===== config.mk =====
export PLATFORM = sky130hd
export DESIGN_NAME = nvss_host
export DESIGN_NICKNAME = d
export VERILOG_FILES = /design/src/nvss_pkg.sv /design/src/nvss_host.sv /design/src/nvss_wait.sv
export SDC_FILE = /design/constraint.sdc
export NUM_CORES = 1
export LEC_CHECK = 0
export ABC_AREA = 1
export BUFFER_PORTS_ARGS = -buffer_cell sky130_fd_sc_hd__buf_2
export CAP_MARGIN = 10
export CORE_ASPECT_RATIO = 1.75
export CORE_MARGIN = 3
export CORE_UTILIZATION = 51
export DETAILED_ROUTE_END_ITERATION = 10
export PLACE_DENSITY = 0.78
export SLEW_MARGIN = 20
export SYNTH_ARGS = -nofsm -noshare
export SYNTH_HDL_FRONTEND = slang
export SYNTH_SLANG_ARGS = --single-unit

===== constraint.sdc =====
create_clock -name clk_sys -period 1.85 [get_ports clk_sys]
set_clock_uncertainty 0.2 [all_clocks]
set_input_delay 0.0925 -clock clk_sys [delete_from_list [all_inputs] [get_ports clk_sys]]
set_output_delay 0.0925 -clock clk_sys [all_outputs]
set_load 0.1 [all_outputs]

===== src/nvss_pkg.sv =====
// Package of constants for the nonvolatile shadow SRAM host controller.
package nvss_pkg;
    // ****************************************************************
    // Geometry and timing.
    // ****************************************************************
    localparam int ADDR_W = 15;
    localparam int DATA_W = 8;
    localparam int SEQ_W = 14;
    localparam int SEQ_LEN = 6;
    localparam int CLK_NS = 50;
    localparam int ACC_NS = 55;
    localparam int ACC_CYC = (ACC_NS + CLK_NS - 1) / CLK_NS + 1;
    localparam int STORE_BUSY_MS = 10;
    localparam int STORE_BUSY_CYC = (STORE_BUSY_MS * 1000000) / CLK_NS;
    localparam int RECALL_BUSY_US = 20;
    localparam int RECALL_BUSY_CYC = (RECALL_BUSY_US * 1000) / CLK_NS;
    localparam int RELOAD_US = 550;
    localparam int RELOAD_CYC = (RELOAD_US * 1000) / CLK_NS;
    // ****************************************************************
    // Software sequence addresses.
    // ****************************************************************
    localparam logic [SEQ_W-1:0] SEQ_A0 = 14'h0E38;
    localparam logic [SEQ_W-1:0] SEQ_A1 = 14'h31C7;
    localparam logic [SEQ_W-1:0] SEQ_A2 = 14'h03E0;
    localparam logic [SEQ_W-1:0] SEQ_A3 = 14'h3C1F;
    localparam logic [SEQ_W-1:0] SEQ_A4 = 14'h303F;
    localparam logic [SEQ_W-1:0] SEQ_STORE = 14'h0FC0;
    localparam logic [SEQ_W-1:0] SEQ_RECALL = 14'h0C63;
    // ****************************************************************
    // Commands.
    // ****************************************************************
    localparam logic [1:0] CMD_READ = 2'h0;
    localparam logic [1:0] CMD_WRITE = 2'h1;
    localparam logic [1:0] CMD_STORE = 2'h2;
    localparam logic [1:0] CMD_RECALL = 2'h3;
endpackage : nvss_pkg


===== src/nvss_host.sv =====
// Host controller driving the asynchronous pins of a nonvolatile shadow SRAM.
`timescale 1ns/10ps
module nvss_host #(
    parameter int STORE_CYC = nvss_pkg::STORE_BUSY_CYC,
    parameter int RECALL_CYC = nvss_pkg::RECALL_BUSY_CYC,
    parameter int RELOAD_CYC = nvss_pkg::RELOAD_CYC
) (
    input wire logic clk_sys,
    input wire logic rst_n,
    input wire logic cmd_valid,
    output logic cmd_ready,
    input wire logic [1:0] cmd_op,
    input wire logic [nvss_pkg::ADDR_W-1:0] cmd_addr,
    input wire logic [nvss_pkg::DATA_W-1:0] cmd_wdata,
    output logic rsp_valid,
    output logic [nvss_pkg::DATA_W-1:0] rsp_rdata,
    input wire logic supply_ok,
    output logic [nvss_pkg::ADDR_W-1:0] mem_addr,
    output logic chip_en_n,
    output logic out_en_n,
    output logic wr_en_n,
    input wire logic [nvss_pkg::DATA_W-1:0] data_io_bus_i,
    output logic [nvss_pkg::DATA_W-1:0] data_io_bus_o,
    output logic data_io_bus_oe
);
    // ****************************************************************
    // States.
    // ****************************************************************
    typedef enum logic [2:0] {
        ST_IDLE = 3'h0,
        ST_SETUP = 3'h1,
        ST_STROBE = 3'h3,
        ST_HOLD = 3'h2,
        ST_NEXT = 3'h6,
        ST_BUSY = 3'h7
    } nvss_state_t;

    localparam int CNT_W = 24;
    localparam logic [2:0] ACC_LAST = 3'(nvss_pkg::ACC_CYC - 1);
    localparam logic [2:0] SEQ_LAST = 3'(nvss_pkg::SEQ_LEN - 1);

    nvss_state_t state_r;
    logic [2:0] acc_cnt_r;
    logic [2:0] seq_idx_r;
    logic [1:0] op_r;
    logic is_seq_r;
    logic [nvss_pkg::DATA_W-1:0] wdata_r;
    logic sup_s1_r;
    logic sup_s2_r;
    logic sup_d_r;
    logic [nvss_pkg::DATA_W-1:0] din_s1_r;
    logic [nvss_pkg::DATA_W-1:0] din_s2_r;
    logic wait_start;
    logic [CNT_W-1:0] wait_count;
    logic busy;
    logic [nvss_pkg::SEQ_W-1:0] seq_addr;
    logic [2:0] seq_idx_nxt;
    logic sup_rise;

    // ****************************************************************
    // Synchronisers for supply status and read data.
    // ****************************************************************
    always_ff @(posedge clk_sys or negedge rst_n) begin
        if (!rst_n) begin
            sup_s1_r <= 1'b0;
            sup_s2_r <= 1'b0;
            sup_d_r <= 1'b0;
            din_s1_r <= '0;
            din_s2_r <= '0;
        end else begin
            sup_s1_r <= supply_ok;
            sup_s2_r <= sup_s1_r;
            sup_d_r <= sup_s2_r;
            din_s1_r <= data_io_bus_i;
            din_s2_r <= din_s1_r;
        end
    end

    assign sup_rise = sup_s2_r && !sup_d_r;

    // ****************************************************************
    // Sequence address table.
    // ****************************************************************
    // The table gives the address of the access that follows the current one.
    assign seq_idx_nxt = seq_idx_r + 3'h1;

    always_comb begin
        case (seq_idx_nxt)
            3'h1: seq_addr = nvss_pkg::SEQ_A1;
            3'h2: seq_addr = nvss_pkg::SEQ_A2;
            3'h3: seq_addr = nvss_pkg::SEQ_A3;
            3'h4: seq_addr = nvss_pkg::SEQ_A4;
            3'h5: begin
                seq_addr = (op_r == nvss_pkg::CMD_STORE) ? nvss_pkg::SEQ_STORE
                                                         : nvss_pkg::SEQ_RECALL;
            end
            default: begin
                seq_addr = nvss_pkg::SEQ_A0;
            end
        endcase
    end

    // ****************************************************************
    // Busy timer for store, recall and power-up recall.
    // ****************************************************************
    always_comb begin
        wait_start = 1'b0;
        wait_count = CNT_W'(RELOAD_CYC);
        if (sup_rise) begin
            wait_start = 1'b1;
        end else if (state_r == ST_NEXT && is_seq_r && seq_idx_r == SEQ_LAST) begin
            wait_start = 1'b1;
            wait_count = (op_r == nvss_pkg::CMD_STORE) ? CNT_W'(STORE_CYC)
                                                       : CNT_W'(RECALL_CYC);
        end
    end

    nvss_wait #(.CNT_W(CNT_W)) u_wait (
        .clk_sys(clk_sys),
        .rst_n(rst_n),
        .start(wait_start),
        .count(wait_count),
        .busy(busy)
    );

    // No command is taken while supply is low; a pending reload blocks every new command.
    assign cmd_ready = (state_r == ST_IDLE) && sup_s2_r && !busy && !sup_rise;

    // ****************************************************************
    // Access sequencer.
    // ****************************************************************
    always_ff @(posedge clk_sys or negedge rst_n) begin
        if (!rst_n) begin
            state_r <= ST_IDLE;
            acc_cnt_r <= '0;
            seq_idx_r <= '0;
            op_r <= nvss_pkg::CMD_READ;
            is_seq_r <= 1'b0;
            wdata_r <= '0;
            mem_addr <= '0;
        end else begin
            case (state_r)
                ST_IDLE: begin
                    seq_idx_r <= '0;
                    if (cmd_valid && cmd_ready) begin
                        op_r <= cmd_op;
                        is_seq_r <= cmd_op[1];
                        wdata_r <= cmd_wdata;
                        if (cmd_op[1]) begin
                            mem_addr <= {1'b0, nvss_pkg::SEQ_A0};
                        end else begin
                            mem_addr <= cmd_addr;
                        end
                        state_r <= ST_SETUP;
                    end
                end
                ST_SETUP: begin
                    acc_cnt_r <= '0;
                    state_r <= ST_STROBE;
                end
                ST_STROBE: begin
                    acc_cnt_r <= acc_cnt_r + 3'h1;
                    if (acc_cnt_r == ACC_LAST) begin
                        state_r <= ST_HOLD;
                    end
                end
                ST_HOLD: begin
                    state_r <= ST_NEXT;
                end
                ST_NEXT: begin
                    if (is_seq_r && seq_idx_r != SEQ_LAST) begin
                        seq_idx_r <= seq_idx_nxt;
                        state_r <= ST_SETUP;
                    end else if (is_seq_r) begin
                        state_r <= ST_BUSY;
                    end else begin
                        state_r <= ST_IDLE;
                    end
                end
                ST_BUSY: begin
                    if (!busy) begin
                        state_r <= ST_IDLE;
                    end
                end
                default: begin
                    state_r <= ST_IDLE;
                end
            endcase
            if (state_r == ST_NEXT && is_seq_r && seq_idx_r != SEQ_LAST) begin
                mem_addr <= {1'b0, seq_addr};
            end
        end
    end

    // ****************************************************************
    // Pin drive and read capture.
    // ****************************************************************
    always_ff @(posedge clk_sys or negedge rst_n) begin
        if (!rst_n) begin
            chip_en_n <= 1'b1;
            out_en_n <= 1'b1;
            wr_en_n <= 1'b1;
            data_io_bus_o <= '0;
            data_io_bus_oe <= 1'b0;
        end else begin
            chip_en_n <= !(state_r == ST_SETUP || state_r == ST_STROBE);
            out_en_n <= !(state_r == ST_SETUP || state_r == ST_STROBE)
                        || op_r != nvss_pkg::CMD_READ;
            wr_en_n <= !((state_r == ST_SETUP || state_r == ST_STROBE)
                        && op_r == nvss_pkg::CMD_WRITE);
            data_io_bus_o <= wdata_r;
            data_io_bus_oe <= (state_r == ST_SETUP || state_r == ST_STROBE || state_r == ST_HOLD)
                              && op_r == nvss_pkg::CMD_WRITE;
        end
    end

    // Read data is taken after the synchroniser delay, two cycles past strobe end.
    logic rd_pipe_r;
    always_ff @(posedge clk_sys or negedge rst_n) begin
        if (!rst_n) begin
            rd_pipe_r <= 1'b0;
            rsp_valid <= 1'b0;
            rsp_rdata <= '0;
        end else begin
            rd_pipe_r <= state_r == ST_HOLD && op_r == nvss_pkg::CMD_READ;
            rsp_valid <= rd_pipe_r;
            if (rd_pipe_r) begin
                rsp_rdata <= din_s2_r;
            end
        end
    end

    // ****************************************************************
    // Assertions.
    // ****************************************************************
    property p_wr_oe_high;
        @(posedge clk_sys) disable iff (!rst_n)
        !wr_en_n |-> out_en_n;
    endproperty
    a_wr_oe_high: assert property (p_wr_oe_high) else $error("Output enable low during write.");

    property p_addr_stable;
        @(posedge clk_sys) disable iff (!rst_n)
        (!wr_en_n && !$past(wr_en_n)) |-> $stable(mem_addr);
    endproperty
    a_addr_stable: assert property (p_addr_stable) else $error("Address moved during write.");

    property p_seq_we_high;
        @(posedge clk_sys) disable iff (!rst_n)
        (is_seq_r && state_r != ST_IDLE) |-> wr_en_n;
    endproperty
    a_seq_we_high: assert property (p_seq_we_high) else $error("Write low in sequence.");

    property p_seq_first;
        @(posedge clk_sys) disable iff (!rst_n)
        (state_r == ST_SETUP && is_seq_r && seq_idx_r == 3'h0)
            |-> mem_addr[nvss_pkg::SEQ_W-1:0] == nvss_pkg::SEQ_A0;
    endproperty
    a_seq_first: assert property (p_seq_first) else $error("Bad first sequence address.");

    property p_seq_last;
        @(posedge clk_sys) disable iff (!rst_n)
        (state_r == ST_SETUP && is_seq_r && seq_idx_r == SEQ_LAST && op_r == nvss_pkg::CMD_RECALL)
            |-> mem_addr[nvss_pkg::SEQ_W-1:0] == nvss_pkg::SEQ_RECALL;
    endproperty
    a_seq_last: assert property (p_seq_last) else $error("Bad recall address.");

    property p_busy_idle;
        @(posedge clk_sys) disable iff (!rst_n)
        busy |-> ##1 chip_en_n;
    endproperty
    a_busy_idle: assert property (p_busy_idle) else $error("Access during busy time.");

    property p_no_store_low;
        @(posedge clk_sys) disable iff (!rst_n)
        !sup_s2_r |-> !cmd_ready;
    endproperty
    a_no_store_low: assert property (p_no_store_low) else $error("Command taken at low supply.");

    property p_recall_end;
        @(posedge clk_sys) disable iff (!rst_n)
        (wait_start && wait_count == CNT_W'(RECALL_CYC)) |-> ##1 busy;
    endproperty
    a_recall_end: assert property (p_recall_end) else $error("Recall wait not started.");
endmodule : nvss_host


===== src/nvss_wait.sv =====
// Busy wait counter used after store, recall and power restore.
`timescale 1ns/10ps
module nvss_wait #(
    parameter int CNT_W = 24
) (
    input wire logic clk_sys,
    input wire logic rst_n,
    input wire logic start,
    input wire logic [CNT_W-1:0] count,
    output logic busy
);
    logic [CNT_W-1:0] cnt_r;

    always_ff @(posedge clk_sys or negedge rst_n) begin
        if (!rst_n) begin
            cnt_r <= '0;
        end else if (start) begin
            cnt_r <= count;
        end else if (cnt_r != '0) begin
            cnt_r <= cnt_r - 1'b1;
        end
    end

    assign busy = (cnt_r != '0);
endmodule : nvss_wait


==> run metrics, run 1 <==
final std cells w/o fill 825; status finished with violations; vias in the first global route 4677; fin area 6780 µm²; mux cell area share after synthesis 1.919%; Pins Over Slew Limit 0; sequential power share 45.2%; Compound-Gate Fraction of Synth Area 6.532%; f_max 0.4368 GHz; simple-gate share of the synthesized area 27.35%; DPL Wire Length about 8400 µm; Worst setup startpoint u_wait.cnt_r[8]; synth unique cells 35; crit-path max FO 3; initial antenna violation count 0; diode count 0; Iter 0 DRT Violations 358; Reg2Reg Setup Slack -0.37 ns; remaining antenna violation count after routing 0; Worst-path clk slew ~0.070 ns; CTS H-tree lvls 3; synth top area cells dfrtp_1, nand2_1, inv_1, nor2_1, nand3_1; root buf cell clkbuf_16; drt pass-1 iters 8; WL per Instance between 15 and 20 µm; Lkg Pwr 3.439 nW; Post-synth ARST share 100.0%; placed cell area 5640 µm²; chip width between 70 and 80 µm; failing checks setup timing; Power, Total 5.217 mW; core box area roughly 9000 µm²; die height 132.9 µm; YS warnings 0; Total GRT Usage between 20% and 30%; R2R depth 14; total grt overflow 0; r2r endpoint mem_addr[3]; routability cong. 0.8751; worst skew pair latency 0.35 ns; largest family of logic cells by synthesized area simple AND/OR/NAND/NOR gates; first-pass GRT wire length 22330 µm; number of flops mapped to enable cells by yosys 0; post-synth top area cell dfrtp_1; Least-Margin Pin Slew 0.6877 ns; cell internal pwr roughly 3.6 mW; adder-cell share of the synthesized area 2.399%; area grow syn2layout 44.47%; Rel. slew slack a little over half; Gate Count Post-Synth 522; max_cap viols 0; sequential area share after synthesis 52.87%; # setup viols final 42; Max Root-Sink Buffers 2; Main synth FF type dfrtp_1; VDD IR max 582.8 µV; final worst slack -0.4391 ns; FF+latch count, synth 99; period utilisation layout 123.7%; syn nets 568; TritonCTS clock tree done; CTS sink count between 90 and 100; PortBufs 73; Comb power frac between 10% and 20%; Sw Ratio a little under a third; Syn Area/Cell 8.991 µm²; cell area after synthesis roughly 4700 µm²; initial core utilization 53.09%; fin crit period 2.289 ns; Crit path required time 1.56 ns; Fin Hold WS 0.05025 ns; final hold violations 0; layout cell share with drive strength beyond 1 39.69%; HP Class in -> reg; XOR/XNOR Fraction of Synth Area 2.053%; post-synth top area share 51.19%; largest net degree at the start of global routing 44; RSZ-0062 raised after global routing yes; Post-route DRC 0; TritonCTS Buffers 9; arrival time at the worst endpoint 2.00 ns; Setup crit start kind register; P_sw 1.579 mW; routed wire length 15290 µm; power per cell area 769.5 nW/µm²; Clock power frac 35.2%; vias per inst between 5 and 6; via count between 4000 and 5000; fill count 513; critical path class reg -> out; placement row count between 40 and 50; Top Ports 74; RR Startpoint u_wait.cnt_r[0]; Worst Setup End Kind primary output; die area roughly 10000 µm²; dpl cells between 700 and 800; crit path to cmd_ready; Nets 749
## per-layer routing
| layer | global-route usage (%) | share of wire [%] | vias to the layer above |
|---|---|---|---|
| met2 | 50.57 | 53 | 270 |
| li1 | - | - | 2023 |
| met3 | 4.768 | 5.2 | 109 |
| met4 | 19.16 | 8.9 | 0 |
| met5 | 0 | 0 | - |
| met1 | 27.37 | 33 | 2175 |
## power groups by stage
stage / Clock, mW / Sequential, mW / Combinational [mW]
2_1_floorplan: 0 / 2.44 / 0.331
3_5_place_dp: 0 / 2.37 / 0.698
5_1_grt: 1.91 / 2.36 / 1.08
6_report: 1.84 / 2.36 / 1.02
4_1_cts: 1.84 / 2.33 / 0.789
3_3_place_gp: 0 / 2.36 / 0.678
## cell usage in the layout, fill, tap and decap left out, types with 2 or more instances in the layout
master         Yosys  routed
nor2_4             4      17
nand3_1           32      26
buf_6              5       8
nor2_2            11      14
buf_12             0       5
dlygate4sd3_1      0      36
xor2_1             7       7
nor2_1            55      39
or2_2              2       2
inv_1             57      53
nand3_4            0       3
buf_4              4      58
inv_4              1       3
mux2_2             8       8
ha_4               0       3
ha_1               9       5
o21ai_1            1       4
dfstp_2            3       3
a21oi_1           15      13
nor4_1             3       2
nand3_2           16      19
dfrtp_1           96      94
nand2_1          130     115
o21ai_2           10      12
buf_16             0       2
o22ai_1            2       2
inv_2              2       4
a21oi_2            0       2
nor3_1             7       5
dfrtp_2            0       2
xnor2_1            4       4
clkinv_4           0       2
o21ai_0           19      14
nand2_4            0       5
clkbuf_16          0       9
nand4_1            3       3
nand2_2            8      17
buf_2              1      71
## layout make-up
class	count	area [µm²]	share of cell area, %
Sequential cell	99	2484	36.63
Tap cell	117	146.4	2.159
Timing Repair Buffer	181	1411	20.82
Clock buffer	11	242.7	3.580
Inverter	60	232.7	3.432
Clock inverter	5	45.04	0.6643
Multi-Input combinational cell	352	2218	32.72
## timing repair
item,CTS,global route
endpoints found under the setup margin,31,54
endpoints found under the hold margin,133,0
resized for setup,30,64
pin swaps,4,17
hold buffers,36,0
cloned,2,0
buffers inserted,7,5
## sequential cells by signal (all words and copies together), names as in the netlist, 2 cells and up
signal and flops:
data_io_bus_o 8, seq_idx_r 3, rsp_rdata 8, din_s1_r 8, u_wait.cnt_r 24, op_r 2
mem_addr 15, wdata_r 8, acc_cnt_r 3, state_r 3, din_s2_r 8
## worst max-delay path, cell delays in order, from the launching register on
cell and delay (ns):
dfrtp_1 0.42, nor2_1 0.27, nand2_2 0.16, nor2_4 0.20
nand3_4 0.11, nor4_4 0.26, buf_12 0.22
## worst min path at each step
stage	startpoint	endpoint	slack [ns]	cells past startpoint
3_5_place_dp	rst_n	din_s2_r[5]	-0.22	1
6_report	cmd_valid	mem_addr[14]	0.05	4
3_3_place_gp	rst_n	rsp_rdata[5]	-0.23	1
4_1_cts	cmd_valid	mem_addr[14]	0.05	4
5_1_grt	cmd_valid	mem_addr[14]	0.07	4
2_1_floorplan	rst_n	acc_cnt_r[0]	-0.40	0
## cell usage after synthesis (2+ instances only)
master and n:
nor4_1 3, buf_4 4, o22ai_1 2, inv_2 2, nor2_4 4, nor3_1 7, nand4_1 3, xnor2_1 4
inv_1 57, ha_1 9, or2_2 2, nand3_1 32, nand2_1 130, o21ai_0 19, o21ai_2 10, mux2_2 8
dfstp_2 3, dfrtp_1 96, nor2_1 55, buf_6 5, xor2_1 7, nor2_2 11, nand3_2 16, nand2_2 8
a21oi_1 15
## metrics by stage
step                      worst slack, ns  utilization (%)  setup TNS, ns
after floorplan                   -0.4830                -         -1.478
after global placement           -0.08633            63.81         -1.257
after detailed placement          -0.1367            63.81         -2.031
after CTS                         -0.3358            73.67         -6.646
after global routing              -0.5001            76.70         -13.88
final                             -0.4391            76.70         -9.813
## cells by family after synthesis
kind of cell	Yosys count
AOI/OAI and AO/OA	51
xor gates and xnor gates	11
adders and majority gates	9
buffers and inverters	71
DFF	99
muxes	8
and+or+nand+nor	273
No activity file was read; power rests on OpenSTA's default activity.
==> run 2, diff against run 1 <==
CORE_ASPECT_RATIO = not set   (was 1.75)
==> run 2 against run 1 <==
Against the previous run: the run still ends with setup timing left; power is 8.4% lower; register-to-register slack lost 0.04 ns; clock-buffer cell count fell by 2; critical endpoint unchanged; largest cell class unchanged.
==> run metrics, run 2 (synthesis results as in run 1) <==
status finished with violations (unchanged); failing checks setup timing (unchanged); met2 GRT Util 49.09% (was 50.57%); initial core utilization 53.04% (was 53.09%); CTS sink count 99 (unchanged); total grt overflow 0 (unchanged); remaining antenna violation count after routing 0 (unchanged); root buf cell clkbuf_8 (was clkbuf_16); RSZ-0062 raised after global routing yes (unchanged); VDD IR max 454.1 µV (was 582.8 µV); RR Startpoint u_wait.cnt_r[0] (unchanged); dpl ws -0.1725 ns (was -0.1367 ns); Nets 763 (was 749); area grow syn2layout 44.55% (was 44.47%); grt met1 use 30.97% (was 27.37%); DPL Wire Length 7997 µm (was 8432 µm); PortBufs 73 (unchanged); TritonCTS clock tree done (unchanged); diode count 0 (unchanged); final hold violations 0 (unchanged); critical path class reg -> out (unchanged); Top Ports 74 (unchanged); Post-route DRC 0 (unchanged); Rel. slew slack 65.18% (was 54.00%); die height 101.9 µm (was 132.9 µm); period utilisation layout 125.9% (was 123.7%); arrival time at the worst endpoint 2.04 ns (was 2.00 ns); fin crit period 2.330 ns (was 2.289 ns); initial antenna violation count 0 (unchanged); die area 10390 µm² (was 10430 µm²); commonest non-fill, non-tap cells in the layout nand2_1, dfrtp_1, buf_2 (unchanged); multi-input logic area 2153 µm² (was 2218 µm²); final std cells w/o fill 830 (was 825); drt pass-1 iters 5 (was 8); fill count 543 (was 513); R2R depth 14 (unchanged); Setup crit start kind register (unchanged); chip width 101.9 µm (was 78.52 µm); max_cap viols 0 (unchanged); vias per inst 5.387 (was 5.548); Iter 0 DRT Violations 261 (was 358); Crit path required time 1.56 ns (about the same); dpl cells 758 (was 760); WL per Instance 16.95 µm (was 18.53 µm); placement row count 34 (was 45); Core Util, Final 76.67% (was 76.70%); HP Class in -> async (was in -> reg); worst skew pair latency 0.38 ns (was 0.35 ns); core box area 8848 µm² (was 8840 µm²); Total GRT Usage 27.53% (was 27.65%); routability cong. 0.8889 (was 0.8751); Pins Over Slew Limit 0 (unchanged); f_max 0.4293 GHz (was 0.4368 GHz); Worst-path clk slew 0.11 ns (was 0.07 ns); r2r endpoint mem_addr[0] (was mem_addr[3]); Top Registers u_wait.cnt_r (24), mem_addr (15) (unchanged); commonest non-fill, non-tap cell in the layout nand2_1 (unchanged); via count 4471 (was 4577); largest reg by FF count u_wait.cnt_r (unchanged); Storage cell area 2481 µm² (was 2484 µm²); final worst slack -0.4796 ns (was -0.4391 ns); crit-path max FO 5 (was 3); first-pass GRT wire length 22090 µm (was 22330 µm); Least-Margin Pin Slew 0.5224 ns (was 0.6877 ns); Largest register FFs 24 (unchanged); # setup viols final 44 (was 42); layout cell share with drive strength beyond 1 39.47% (was 39.69%); TritonCTS Buffers 9 (unchanged); GR peak layer met2 (unchanged); Reg2Reg Setup Slack -0.41 ns (was -0.37 ns); power per cell area 704.1 nW/µm² (was 769.5 nW/µm²); largest net degree at the start of global routing 47 (was 44); met3 global-route usage 5.256% (was 4.768%); vias in the first global route 4742 (was 4677); Worst Setup End Kind primary output (unchanged); routed wire length 14070 µm (was 15290 µm); Max Root-Sink Buffers 2 (unchanged); Lkg Pwr 3.467 nW (was 3.439 nW); CTS H-tree lvls 3 (unchanged)
## run 2: changes by cell type in the layout (fill, tap and decap cells not counted), moves of 3 or more
cell       delta
nand3_2       -4
clkbuf_8      +8
nand2_2       -6
buf_4         +7
nand3_1       +3
nor2_1        +4
buf_6         +3
nor2_4        -4
inv_8         +3
clkbuf_16     -9
inv_2         +3
nand2_1       +5
## run 2: how the worst max path moves through the flow
| stage | startpoint | to | slack [ns] |
|---|---|---|---|
| 3_3_place_gp | u_wait.cnt_r[0] | state_r[1] | -0.11 |
| 4_1_cts | u_wait.cnt_r[0] | cmd_ready | -0.43 |
| 2_1_floorplan | u_wait.cnt_r[0] | cmd_ready | -0.48 |
| 6_report | u_wait.cnt_r[0] | cmd_ready | -0.48 |
| 5_1_grt | u_wait.cnt_r[0] | cmd_ready | -0.53 |
| 3_5_place_dp | u_wait.cnt_r[0] | state_r[1] | -0.17 |
## run 2: area by class of cell
| type | instances | share of cell area [%] |
|---|---|---|
| clock buffer | 9 | 1.826 |
| clock inverter | 7 | 1.143 |
| inverter | 60 | 3.394 |
| multi-input combinational | 352 | 31.74 |
| sequential | 99 | 36.57 |
| tap | 108 | 1.992 |
| timing repair buffer | 195 | 23.33 |
## run 2: through the flow
step	TNS, ns	hold slack [ns]	instance area [µm²]	total power, mW
CTS	-11.75	0.01749	6663	4.689
floorplan	-1.478	-0.4031	4737	2.769
global route	-17.61	0.07117	6784	4.967
global placement	-1.623	-0.1480	5657	3.049
finish	-13.78	0.05013	6784	4.776
detailed placement	-2.991	-0.1379	5657	3.072
## run 2: worst max-delay path: stages (launching register included)
cell and delay (ns):
dfrtp_1 0.41, inv_2 0.09, ha_4 0.14, inv_4 0.03, nor2_4 0.08, nand2_2 0.08
nor2_4 0.15, nand3_4 0.13, nor4_4 0.31, buf_12 0.22
## run 2: per-layer routing
layer  vias up  part of all wire, %
met5         -                    0
met4         0                  4.4
met3        65                  6.0
li1       2044                    -
met1      2155                   37
met2       207                   52
## run 2: power by group
group	total (mW)	internal [mW]	switching (mW)	leakage (nW)
registers	2.33	2.26	0.0710	1.21
clock network	1.44	0.541	0.897	0.100
logic	1.01	0.430	0.577	2.16
## run 2: repair_timing
item / in CTS / in global routing
gates resized for setup: 52 / 39
endpoints found under the hold margin: 133 / 0
cloned: 4 / 0
buffers inserted: 17 / 6
setup endpoints to repair: 38 / 54
pin swaps: 11 / 10
hold buffers: 37 / 0
